--- config.mk ---
export PLATFORM = sky130hd
export DESIGN_NAME = disa_top
export DESIGN_NICKNAME = d
export VERILOG_FILES = /design/src/include/disa_pkg.sv /design/src/include/disa_flag_if.sv /design/src/hw/disa_sync.sv /design/src/hw/disa_flag_cell.sv /design/src/hw/disa_top.sv
export SDC_FILE = /design/constraint.sdc
export NUM_CORES = 1
export LEC_CHECK = 0
export BUFFER_PORTS_ARGS = -buffer_cell sky130_fd_sc_hd__buf_2
export CAP_MARGIN = 20
export CORE_UTILIZATION = 35
export DETAILED_ROUTE_END_ITERATION = 10
export SKIP_CTS_REPAIR_TIMING = 1
export SLEW_MARGIN = 0
export SYNTH_ARGS = -nofsm -noshare
export SYNTH_HDL_FRONTEND = slang
export SYNTH_SLANG_ARGS = --single-unit
--- constraint.sdc ---
create_clock -name clk_sys -period 17 [get_ports clk_sys]
set_input_delay 3.4 -clock clk_sys [delete_from_list [all_inputs] [get_ports clk_sys]]
set_output_delay 3.4 -clock clk_sys [all_outputs]
set_load 0.01 [all_outputs]
--- src/include/disa_pkg.sv ---
package disa_pkg;
  localparam int NREG = 12;
  localparam int NDSP = 3;
  localparam int DW   = 16;
  localparam int AW   = 16;
  localparam int IW   = 14;

  // flag register slots
  localparam int RSYS   = 0;
  localparam int RLOCK  = 1;
  localparam int RACC   = 2;
  localparam int RJACK  = 3;
  localparam int RSIG   = 4;
  localparam int RDSP   = 5;
  localparam int RSHORT = 6;
  localparam int RUP    = 7;
  localparam int RDOWN  = 8;
  localparam int RHEAT  = 9;
  localparam int RPIN   = 10;
  localparam int RTMR   = 11;

  // register indices, byte address is four times the index
  localparam logic [IW-1:0] IDX_G1_DOWN     = 14'h188d;
  localparam logic [IW-1:0] IDX_G1_HEAT     = 14'h188e;
  localparam logic [IW-1:0] IDX_G1_PIN      = 14'h1890;
  localparam logic [IW-1:0] IDX_G1_NONEMPTY = 14'h1895;
  localparam logic [IW-1:0] IDX_G1_FULL     = 14'h1896;
  localparam logic [IW-1:0] IDX_G1_WMARK    = 14'h1897;
  localparam logic [IW-1:0] IDX_G1_DMA      = 14'h1898;
  localparam logic [IW-1:0] IDX_G1_BUSY     = 14'h189d;
  localparam logic [IW-1:0] MASK_DELTA      = 14'h0040;
  localparam logic [IW-1:0] FLAG_IDX [NREG] = '{14'h1900, 14'h1901, 14'h1905, 14'h1906,
    14'h1908, 14'h190a, 14'h190b, 14'h190c, 14'h190d, 14'h190e, 14'h1910, 14'h1914};

  // per-bit edge sensitivity and mask reset value of each flag register
  localparam logic [DW-1:0] FLAG_RISE [NREG] = '{16'h9280, 16'h0100, 16'h0101, 16'h0015,
    16'h0003, 16'hffff, 16'h004f, 16'h0043, 16'h0043, 16'h0007, 16'hffff, 16'h000f};
  localparam logic [DW-1:0] FLAG_FALL [NREG] = '{16'h0000, 16'h0100, 16'h0000, 16'h002a,
    16'h0003, 16'h0000, 16'h0040, 16'h0000, 16'h0000, 16'h0001, 16'hffff, 16'h0000};
  localparam logic [DW-1:0] MASK_RST [NREG] = '{16'hff7f, 16'hffff, 16'hffff, 16'hffff,
    16'hffff, 16'hffff, 16'hffff, 16'hffff, 16'hffff, 16'hffff, 16'hffff, 16'hffff};

  // bit positions
  localparam int BIT_COLLISION  = 15;
  localparam int BIT_HOSTERR    = 12;
  localparam int BIT_CLKFAIL    = 9;
  localparam int BIT_BOOT       = 7;
  localparam int BIT_LOCK       = 8;
  localparam int BIT_ACC        = 8;
  localparam int BIT_HP         = 0;
  localparam int BIT_CLAMP_FALL = 5;
  localparam int BIT_CLAMP_RISE = 4;
  localparam int BIT_JB_FALL    = 3;
  localparam int BIT_JB_RISE    = 2;
  localparam int BIT_JA_FALL    = 1;
  localparam int BIT_JA_RISE    = 0;
  localparam int BIT_SPK        = 6;
  localparam int BIT_HEAT_WARN  = 2;
  localparam int BIT_HEAT       = 1;
  localparam int BIT_SHUTDOWN   = 0;
  localparam int BIT_TIMER4     = 3;
endpackage

--- src/include/disa_flag_if.sv ---
interface disa_flag_if;
  logic [15:0] src;
  logic [15:0] clr;
  logic [15:0] flag;
  modport owner (input src, input clr, output flag);
  modport user  (output src, output clr, input flag);
endinterface

--- src/hw/disa_sync.sv ---
module disa_sync #(
  parameter int W = 1
) (
  input  wire logic         clk_sys,
  input  wire logic         rst,
  input  wire logic [W-1:0] async,
  output logic      [W-1:0] level
);
  logic [W-1:0] s1Q;
  logic [W-1:0] s2Q;
  logic [W-1:0] s3Q;
  logic [W-1:0] levelQ;

  // first stage feeds only the second
  always_ff @(posedge clk_sys or posedge rst) begin
    if (rst) begin
      s1Q <= '0;
      s2Q <= '0;
      s3Q <= '0;
    end else begin
      s1Q <= async;
      s2Q <= s1Q;
      s3Q <= s2Q;
    end
  end

  // a change counts only once stages two and three agree
  always_ff @(posedge clk_sys or posedge rst) begin
    if (rst) begin
      levelQ <= '0;
    end else begin
      levelQ <= (levelQ & (s2Q ^ s3Q)) | (s3Q & ~(s2Q ^ s3Q));
    end
  end

  assign level = levelQ;
endmodule

--- src/hw/disa_flag_cell.sv ---
module disa_flag_cell #(
  parameter logic [15:0] RISE = 16'h0000,
  parameter logic [15:0] FALL = 16'h0000
) (
  input  wire logic  clk_sys,
  input  wire logic  rst,
  disa_flag_if.owner bus
);
  logic [15:0] prevQ;
  logic [15:0] flagQ;
  logic [15:0] setD;

  always_comb begin
    setD = (RISE & bus.src & ~prevQ) | (FALL & ~bus.src & prevQ);
  end

  always_ff @(posedge clk_sys or posedge rst) begin
    if (rst) begin
      prevQ <= '0;
    end else begin
      prevQ <= bus.src;
    end
  end

  always_ff @(posedge clk_sys or posedge rst) begin
    if (rst) begin
      flagQ <= '0;
    end else begin
      flagQ <= (flagQ & ~bus.clr) | setD;
    end
  end

  assign bus.flag = flagQ;

  property p_clear_one;
    @(posedge clk_sys) disable iff (rst)
    (|(bus.clr & ~setD)) |=> ((bus.flag & $past(bus.clr & ~setD)) == 16'h0000);
  endproperty
  a_clear_one: assert property (p_clear_one)
    else $error("flag not cleared by a written one");

  property p_zero_holds;
    @(posedge clk_sys) disable iff (rst)
    1'b1 |=> (($past(bus.flag) & ~$past(bus.clr) & ~bus.flag) == 16'h0000);
  endproperty
  a_zero_holds: assert property (p_zero_holds)
    else $error("flag dropped without a clear");

  property p_set_wins;
    @(posedge clk_sys) disable iff (rst)
    (|setD) |=> ((bus.flag & $past(setD)) == $past(setD));
  endproperty
  a_set_wins: assert property (p_set_wins)
    else $error("edge event lost");
endmodule

--- src/hw/disa_top.sv ---
// The implementer's own choice: the APB register port.
module disa_top
  import disa_pkg::*;
#(
  parameter int NCH = 4
) (
  input  wire logic                          clk_sys,
  input  wire logic                          rst,
  input  wire logic                          psel,
  input  wire logic                          penable,
  input  wire logic                          pwrite,
  input  wire logic [disa_pkg::AW-1:0]       paddr,
  input  wire logic [31:0]                   pwdata,
  output logic      [31:0]                   prdata,
  output logic                               pready,
  output logic                               pslverr,
  input  wire logic                          sharedMemCollision,
  input  wire logic                          hostPortError,
  input  wire logic                          systemClockFail,
  input  wire logic                          bootComplete,
  input  wire logic                          loopLock,
  input  wire logic                          accessoryDetectDone,
  input  wire logic                          headphoneDetect,
  input  wire logic                          clampActive,
  input  wire logic                          jackAPin,
  input  wire logic                          jackBPin,
  input  wire logic [1:0]                    levelDetect,
  input  wire logic [15:0]                   dspRaised,
  input  wire logic                          speakerShort,
  input  wire logic [3:0]                    outShort,
  input  wire logic [2:0]                    powerUpDone,
  input  wire logic [2:0]                    powerDownDone,
  input  wire logic                          heatWarning,
  input  wire logic                          heatShutdownTemp,
  input  wire logic                          speakerShutdown,
  input  wire logic [15:0]                   pinLevel,
  input  wire logic [3:0]                    timerEvent,
  input  wire logic [3:0]                    logNonEmpty,
  input  wire logic [3:0]                    logFull,
  input  wire logic [3:0]                    logThreshold,
  input  wire logic [disa_pkg::NDSP-1:0][NCH-1:0] wrChEnable,
  input  wire logic [disa_pkg::NDSP-1:0][NCH-1:0] wrChFilled,
  input  wire logic [disa_pkg::NDSP-1:0][NCH-1:0] rdChEnable,
  input  wire logic [disa_pkg::NDSP-1:0][NCH-1:0] rdChEmptied,
  input  wire logic [disa_pkg::NDSP-1:0]     coreBusy,
  output logic                               irqOut
);
  import disa_pkg::*;

  logic [31:0]     prdataQ;
  logic            preadyQ;
  logic            pslverrQ;
  logic            irqOutQ;
  logic [17:0]     pinSync;
  logic            jackADet;
  logic            jackBDet;
  logic [15:0]     srcVec  [NREG];
  logic [15:0]     clrVec  [NREG];
  logic [15:0]     flagVec [NREG];
  logic [15:0]     maskQ   [NREG];
  logic [NREG-1:0] flagHit;
  logic [NREG-1:0] maskHit;
  logic [NDSP-1:0] dmaDone;
  logic [IW-1:0]   idx;
  logic [15:0]     rdVal;
  logic            hit;
  logic            access;
  logic            done;
  logic            pending;

  // pins idle high, kept inverted so idle matches reset: no false edge after reset
  disa_sync #(
    .W (18)
  ) u_sync (
    .clk_sys (clk_sys),
    .rst     (rst),
    .async   (~{jackBPin, jackAPin, pinLevel}),
    .level   (pinSync)
  );

  // jack pins pull low on insertion
  assign jackADet = pinSync[16];
  assign jackBDet = pinSync[17];

  // spread a three-bit sequence group onto bits 6, 1, 0
  function automatic logic [15:0] spread3(input logic [2:0] v);
    spread3 = {9'h000, v[2], 4'h0, v[1:0]};
  endfunction

  always_comb begin
    for (int k = 0; k < NREG; k++) begin
      srcVec[k] = 16'h0000;
    end
    srcVec[RSYS][BIT_COLLISION]  = sharedMemCollision;
    srcVec[RSYS][BIT_HOSTERR]    = hostPortError;
    srcVec[RSYS][BIT_CLKFAIL]    = systemClockFail;
    srcVec[RSYS][BIT_BOOT]       = bootComplete;
    srcVec[RLOCK][BIT_LOCK]      = loopLock;
    srcVec[RACC][BIT_ACC]        = accessoryDetectDone;
    srcVec[RACC][BIT_HP]         = headphoneDetect;
    srcVec[RJACK][BIT_CLAMP_FALL] = clampActive;
    srcVec[RJACK][BIT_CLAMP_RISE] = clampActive;
    srcVec[RJACK][BIT_JB_FALL]   = jackBDet;
    srcVec[RJACK][BIT_JB_RISE]   = jackBDet;
    srcVec[RJACK][BIT_JA_FALL]   = jackADet;
    srcVec[RJACK][BIT_JA_RISE]   = jackADet;
    srcVec[RSIG][1:0]            = levelDetect;
    srcVec[RDSP]                 = dspRaised;
    srcVec[RSHORT][BIT_SPK]      = speakerShort;
    srcVec[RSHORT][3:0]          = outShort;
    srcVec[RUP]                  = spread3(powerUpDone);
    srcVec[RDOWN]                = spread3(powerDownDone);
    srcVec[RHEAT][BIT_HEAT_WARN] = heatWarning;
    srcVec[RHEAT][BIT_HEAT]      = heatShutdownTemp;
    srcVec[RHEAT][BIT_SHUTDOWN]  = speakerShutdown;
    // pin n at bit n-1, inverted image has same edges
    srcVec[RPIN]                 = pinSync[15:0];
    srcVec[RTMR][3:0]            = timerEvent;
  end

  // done only when every enabled channel is serviced
  genvar d;
  generate
    for (d = 0; d < NDSP; d++) begin : g_dma
      assign dmaDone[d] = (&(~wrChEnable[d] | wrChFilled[d]))
                        & (&(~rdChEnable[d] | rdChEmptied[d]));
    end
  endgenerate

  // apb: one wait state, answer registered
  assign access = psel & penable;
  assign done   = access & preadyQ;
  assign idx    = paddr[AW-1:2];

  always_ff @(posedge clk_sys or posedge rst) begin
    if (rst) begin
      preadyQ <= 1'b0;
    end else begin
      preadyQ <= access & ~preadyQ;
    end
  end

  disa_flag_if fIf [NREG] ();

  genvar k;
  generate
    for (k = 0; k < NREG; k++) begin : g_flag
      assign flagHit[k] = (idx == FLAG_IDX[k]) && (paddr[1:0] == 2'h0);
      assign maskHit[k] = (idx == FLAG_IDX[k] + MASK_DELTA) && (paddr[1:0] == 2'h0);
      // clear strobe only at the completing edge
      assign clrVec[k] = (done && pwrite && flagHit[k]) ? pwdata[15:0] : 16'h0000;
      assign fIf[k].src  = srcVec[k];
      assign fIf[k].clr  = clrVec[k];
      assign flagVec[k]  = fIf[k].flag;

      disa_flag_cell #(
        .RISE (FLAG_RISE[k]),
        .FALL (FLAG_FALL[k])
      ) u_cell (
        .clk_sys (clk_sys),
        .rst     (rst),
        .bus     (fIf[k])
      );

      always_ff @(posedge clk_sys or posedge rst) begin
        if (rst) begin
          maskQ[k] <= MASK_RST[k];
        end else if (done && pwrite && maskHit[k]) begin
          maskQ[k] <= pwdata[15:0];
        end
      end
    end
  endgenerate

  always_comb begin
    rdVal = 16'h0000;
    hit   = 1'b0;
    for (int j = 0; j < NREG; j++) begin
      if (flagHit[j]) begin
        hit   = 1'b1;
        rdVal = flagVec[j];
      end
      if (maskHit[j]) begin
        hit   = 1'b1;
        rdVal = maskQ[j];
      end
    end
    if (paddr[1:0] == 2'h0) begin
      case (idx)
        IDX_G1_DOWN: begin
          hit   = 1'b1;
          rdVal = spread3(powerDownDone);
        end
        IDX_G1_HEAT: begin
          hit   = 1'b1;
          rdVal = {13'h0000, heatWarning, heatShutdownTemp, speakerShutdown};
        end
        IDX_G1_PIN: begin
          hit   = 1'b1;
          rdVal = ~pinSync[15:0];
        end
        IDX_G1_NONEMPTY: begin
          hit   = 1'b1;
          rdVal = {12'h000, logNonEmpty};
        end
        IDX_G1_FULL: begin
          hit   = 1'b1;
          rdVal = {12'h000, logFull};
        end
        IDX_G1_WMARK: begin
          hit   = 1'b1;
          rdVal = {12'h000, logThreshold};
        end
        IDX_G1_DMA: begin
          hit   = 1'b1;
          rdVal = {13'h0000, dmaDone};
        end
        IDX_G1_BUSY: begin
          hit   = 1'b1;
          rdVal = {13'h0000, coreBusy};
        end
        default: begin
        end
      endcase
    end
  end

  // data and error land together with pready
  always_ff @(posedge clk_sys or posedge rst) begin
    if (rst) begin
      prdataQ  <= 32'h0000_0000;
      pslverrQ <= 1'b0;
    end else if (access && !preadyQ) begin
      prdataQ  <= (hit && !pwrite) ? {16'h0000, rdVal} : 32'h0000_0000;
      pslverrQ <= ~hit;
    end else begin
      pslverrQ <= 1'b0;
    end
  end

  always_comb begin
    pending = 1'b0;
    for (int j = 0; j < NREG; j++) begin
      pending = pending | (|(flagVec[j] & ~maskQ[j]));
    end
  end

  always_ff @(posedge clk_sys or posedge rst) begin
    if (rst) begin
      irqOutQ <= 1'b0;
    end else begin
      irqOutQ <= pending;
    end
  end

  assign prdata  = prdataQ;
  assign pready  = preadyQ;
  assign pslverr = pslverrQ;
  assign irqOut  = irqOutQ;

  property p_mask_reset;
    @(posedge clk_sys) disable iff (rst)
    $fell(rst) |-> (maskQ[RSYS][BIT_BOOT] == 1'b0) && (maskQ[RSYS][BIT_LOCK] == 1'b1)
                   && (maskQ[RPIN] == 16'hffff);
  endproperty
  a_mask_reset: assert property (p_mask_reset)
    else $error("mask reset value wrong");

  property p_irq_on;
    @(posedge clk_sys) disable iff (rst)
    pending [*2] |-> irqOut;
  endproperty
  a_irq_on: assert property (p_irq_on)
    else $error("interrupt missing for unmasked flag");

  property p_irq_off;
    @(posedge clk_sys) disable iff (rst)
    (!pending) [*2] |-> !irqOut;
  endproperty
  a_irq_off: assert property (p_irq_off)
    else $error("interrupt without unmasked flag");

  property p_boot_rise;
    @(posedge clk_sys) disable iff (rst)
    $rose(bootComplete) |=> flagVec[RSYS][BIT_BOOT];
  endproperty
  a_boot_rise: assert property (p_boot_rise)
    else $error("boot flag not latched");

  property p_lock_both;
    @(posedge clk_sys) disable iff (rst)
    $changed(loopLock) |=> flagVec[RLOCK][BIT_LOCK];
  endproperty
  a_lock_both: assert property (p_lock_both)
    else $error("lock flag missed an edge");

  property p_clamp_fall;
    @(posedge clk_sys) disable iff (rst)
    $fell(clampActive) |=> flagVec[RJACK][BIT_CLAMP_FALL];
  endproperty
  a_clamp_fall: assert property (p_clamp_fall)
    else $error("clamp fall flag not latched");

  property p_pin_edge;
    @(posedge clk_sys) disable iff (rst)
    $changed(pinSync[0]) |=> flagVec[RPIN][0];
  endproperty
  a_pin_edge: assert property (p_pin_edge)
    else $error("pin flag missed an edge");

  property p_timer_rise;
    @(posedge clk_sys) disable iff (rst)
    $rose(timerEvent[BIT_TIMER4]) |=> flagVec[RTMR][BIT_TIMER4];
  endproperty
  a_timer_rise: assert property (p_timer_rise)
    else $error("timer flag not latched");
endmodule

Yosys cells after proc, flatten, opt, wreduce, memory -nomap -nowiden. Cells that the tools add are included.

Register bits after elaboration: 555. Input bits: 178. Output and inout bits: 35. Word-level logic and storage cells: 354.

Equal/unequal tests: 32. Muxes and demuxes: 66. Bitwise gates (word level): 139. Reductions and logical operators: 73.

Operators with widths (number): $mux W16 (38); $and A16 B16 Y16 (28); $eq A14 B13 Y1 const B (32); $not A16 Y16 (28); $or A16 B16 Y16 (18); $reduce_or A16 Y1 (12); $pmux W16 S8 (1); $logic_and A1 B1 Y1 (51); $and A7 B16 Y16 (3); $not A7 Y16 (3); $and A18 B18 Y18 (2); $not A18 Y18 (2); $and A9 B16 Y16 (2); $not A9 Y16 (2); $mux W1 (27); $not A4 Y4 (6); $or A4 B4 Y4 (6); $reduce_and A4 Y1 (6); $or A18 B18 Y18 (1); $xor A18 B18 Y18 (1); $and A2 B16 Y16 (1); $and A3 B16 Y16 (1); $and A4 B16 Y16 (1); $and A5 B16 Y16 (1); 19 further kinds (37).

Logic depth before layout (Yosys ltp).
Depth in word-level cells: 30. Depth in mapped cells: 13. Depth with buffers taken out: 9.

Modules after synthesis. From an unflattened synthesis, not the netlist that was laid out.

Cell total of the unflattened synthesis: 2449. Area total of the unflattened synthesis: 25847.3 um^2.

Modules (own cells, without submodules): disa_top (times used 1, cells each 1767, area an instance 15357.2 um^2); disa_sync (times used 1, cells each 91, area an instance 2008.2 um^2); disa_flag_cell at g_flag[0].u_cell ... (times used 2, cells each 45, area an instance 659.4 um^2); disa_flag_cell at g_flag[7].u_cell ... (times used 2, cells each 42, area an instance 620.6 um^2); disa_flag_cell at g_flag[5].u_cell (times used 1, cells each 81, area an instance 1124.8 um^2); disa_flag_cell at g_flag[10].u_cell (times used 1, cells each 81, area an instance 1084.8 um^2); disa_flag_cell at g_flag[3].u_cell (times used 1, cells each 51, area an instance 737.0 um^2); disa_flag_cell at g_flag[6].u_cell (times used 1, cells each 48, area an instance 670.6 um^2); disa_flag_cell at g_flag[9].u_cell (times used 1, cells each 42, area an instance 605.6 um^2); disa_flag_cell at g_flag[2].u_cell (times used 1, cells each 39, area an instance 581.8 um^2); disa_flag_cell at g_flag[4].u_cell (times used 1, cells each 39, area an instance 576.8 um^2); disa_flag_cell at g_flag[1].u_cell (times used 1, cells each 36, area an instance 540.5 um^2).

Least setup slack after synthesis. No wires, ideal clock.

Path type: input to register. From: input port paddr[11] (netlist name). To: register prdataQ[9] (netlist: prdata[9]). Setup time: 0.080 ns. Data arrival time: 5.874 ns. Required time: 16.920 ns. Setup slack: 11.046 ns. Cell stages on the path: 11. Buffers on the path: 2. Cells stage by stage: or4b_1 -> buf_4 -> buf_6 -> nor4_4 -> o21ai_2 -> a222oi_1 -> o22ai_1 -> a22o_1 -> a221o_1 -> a211o_1 -> o211ai_2.

Word-level cells in the longest chain between the ends: 30. Elaborated cells on any way between the ends: 111.

RTL lines: start: declaration (line disa_top.sv:12) `input wire logic [disa_pkg::AW-1:0] paddr,`; branches (longest 29 deep; another with $mux W16); $mux W16 * (line disa_top.sv:234) `prdataQ <= (hit && !pwrite) ? {16'h0000, rdVal} : 32'h0000_0000;`; end signal: assignment (line disa_top.sv:234); end: declaration (line disa_top.sv:50) `logic [31:0] prdataQ;`.

Every way passes the cells marked *. A chain may end at the register's enable or synchronous reset.

Worst setup path in the final report.
From: input port paddr[8] (netlist name). To: register prdataQ[13] (netlist: prdata[13]).

Same word-level chain as after synthesis.

==> summary.md <==
| Metric | Value |
|---|---|
| Skew final | `34.7 ps` |
| Number of synthesized register bits | `between 500 and 600` |
| Post-route ant nets | `0` |
| All-Layer GR Usage | `36.5%` |
| Worst-Skew Late Latency | `~650 ps` |
| GPL Wtd Cong | `around 1.0` |
| Clock slew at reported path FFs | `60 ps` |
| Hold Crit Class | `reg -> reg` |
| Number of core rows | `98` |
| Max FO, Critical Path | `52` |
| Critical Path AT | `between 8000 and 9000 ps` |
| Initial antenna violation count | `9` |
| Vias in the first global route | `between 20000 and 25000` |
| Vias per Instance | `between 6 and 7` |
| Final nets | `roughly 2900` |
| Post-Route WL | `135000 microns` |
| Num Clock Sinks | `~540` |
| Pwr dens | `between 90 and 100 mW/mm^2` |
| Synth top area share | `34.3%` |
| Power Total | `approximately 2.8 mW` |
| Syn. warnings | `0` |
| Cells after Synth | `between 2000 and 3000` |
| Buffers added on ports | `180` |
| Multiplexer area fraction after synthesis | `7.77%` |
| Syn Area/Cell | `between 10 and 15 sq um` |
| Sequential share of the synthesized area | `54.2%` |
| Hold Fails Final Rpt | `0` |
| WL/cell | `~36 microns` |
| Final Setup Violations | `0` |
| Unique masters post-synth | `between 70 and 80` |
| Unrepaired setup endpoints after global routing | `false` |
| Status | `complete, no violations` |
| Async SR Flop Fraction | `100%` |
| Crit. End Element | `flop` |
| DRC Markers | `0` |
| Mapped Area | `roughly 0.025 sq mm` |
| TNS Setup | `0 ps` |
| H-tree levels | `2` |
| Die area | `approximately 0.073 sq mm` |
| Clock Tree Buf Depth | `3` |
| Fin crit share | `around 45%` |
| CTS tree | `built` |
| Drt first pass iters | `6` |
| Minimum clock period | `roughly 7700 ps` |
| Yosys top cell by area | `dfrtp_1` |
| LEAKAGE | `about 13 nW` |
| Max_slew headroom | `15.4%` |
| Die W | `271 microns` |
| Dpl cells | `about 3600` |
| DP HPWL | `about 100000 microns` |
| DP Area | `0.0275 sq mm` |
| Max-cap violation count | `0` |
| Share of cells above drive strength 1 | `27.2%` |
| Final Max Slew Viols | `0` |
| Adder-Cell Fraction of Synth Area | `less than 1%` |
| Die height | `~270 microns` |
| Maximum vdd drop | `approximately 0.00010 V` |
| Initial Util | `a little over a third` |
| CORE AREA | `0.0714 sq mm` |
| Most frequent cells in the layout | `346 x dfrtp_1, 287 x nand2_1, 279 x inv_1` |
| CTS Buf Count | `60` |
| Synth Area in Compound Gates | `a little under a fifth` |
| Vias | `22500` |
| Multi-input gate area | `~0.010 sq mm` |
| Total congestion overflow | `0` |
| Final cell count without fillers | `3701` |
| Layout area overhead | `17.2%` |
| Max Clk Rate | `approximately 130 MHz` |
| Post-synth EDFFs | `0` |
| Clk root buf | `clkbuf_16` |
| Synth Area in XOR/XNOR | `less than 1%` |
| Simple-gate share of the synthesized area | `11.0%` |
| # IOs | `between 200 and 250` |
| Synth top area cells | `dfrtp_1 34%, dfstp_2 20%, mux2_2 6.8%` |
| Register Area | `0.0137 sq mm` |
| Top_reg_cell synth | `dfrtp_1` |
| Worst path required time | `around 18000 ps` |
| Global-route wire length before repair | `~180000 microns` |
| Final Cell Area | `0.0296 sq mm` |
| Kind of critical path | `in -> reg` |
| DRT iter0 DRCs | `2930` |
| Critical path launch point type | `input port` |
| Worst-Margin Slew | `between 1000 and 1500 ps` |
| Setup slack, reg-to-reg | `~14000 ps` |
| Commonest non-fill, non-tap cell in the layout | `dfrtp_1` |
| Largest net degree at the start of global routing | `167` |
| FILL cells | `around 7000` |
| Combinational family with the most area after synthesis | `compound AO/OA/AOI/OAI gates` |
[power breakdown]
group          total, mW  leakage [nW]  internal, mW  switching, mW
Combinational      0.146          6.63        0.0385          0.107
Sequential          1.31          5.67          1.30         0.0132
Clock               1.35         0.993         0.776          0.577
[cells by family after synthesis]
kind of cell | Yosys count
adders and majority gates | 18
xor gates and xnor gates | 22
DFF | 537
other | 1
and+or+nand+nor | 595
AOI/OAI and AO/OA | 732
buffers and inverters | 434
muxes | 177
[worst paths after layout]
path	end	cells after the start	start
hold reg to reg	u_sync.s2Q[8]	0	u_sync.s1Q[8]
setup / recovery	prdata[13]	9	paddr[8]
setup reg to reg	prdata[8]	9	maskQ[184]
max in group asynchronous	g_flag[6].u_cell.bus.flag[4]	6	rst
hold / removal	u_sync.s2Q[8]	0	u_sync.s1Q[8]
min in group asynchronous	u_sync.s1Q[3]	3	rst
[critical path, stage by stage]
cell      delay, ps
buf_4           630
or4b_1          730
nor4_4          850
a21boi_1       1000
nor4_1          220
a41oi_1         490
o21ai_0         350
a311o_1         450
o211ai_1         90
[final cells by class]
class	count	area share (%)
repair buffers	258	5.16
inverters	280	3.57
clock buffers	83	5.85
multi-input cells	1560	34.0
well taps	950	4.02
flip-flops and latches	537	46.3
clock inverters	31	1.09
diodes	2	0.0169
[cells in the mapped netlist (14+ instances only)]
master,number
dfrtp_1,346
nand3_1,57
clkbuf_1,109
o221ai_1,15
nand4_1,18
o21ai_0,184
a21boi_0,37
o2111ai_1,15
nand2_1,287
dfstp_2,191
maj3_1,18
nor2_1,109
a22oi_1,22
nor3_1,36
a221oi_1,66
buf_2,14
buf_4,18
mux2_2,152
mux2i_1,25
a21oi_1,154
xnor2_1,22
inv_1,280
o22ai_1,119
nor4_1,20
[sequential cells by signal (all words and copies together), names as in the netlist, 16 cells and up, named ones only]
| register | cells |
|---|---|
| u_sync.s2Q | 18 |
| g_flag.u_cell.prevQ | 62 |
| g_flag.u_cell.bus.flag | 192 |
| maskQ | 192 |
| u_sync.s3Q | 18 |
| u_sync.s1Q | 18 |
| prdata | 16 |
[metal layers]
| metal | routed length, microns | vias to the layer above | track usage (%) |
|---|---|---|---|
| li1 | - | 9273 | - |
| met1 | 56700 | 11700 | 50.2 |
| met2 | 59900 | 1223 | 55.4 |
| met3 | 11400 | 241 | 7.53 |
| met4 | 6470 | 6 | 16.0 |
| met5 | 37 | - | 0 |
[stage by stage]
stage | utilization [%] | hold WS (ps) | setup slack, ps
2_1_floorplan | - | 331 | 6450
3_3_place_gp | 38.5 | 336 | 8890
3_5_place_dp | 38.5 | 336 | 8920
4_1_cts | 41.4 | 344 | 9600
5_1_grt | 41.4 | 340 | 9390
6_report | 41.4 | 343 | 9310
Power figures use the tool's default switching activity.
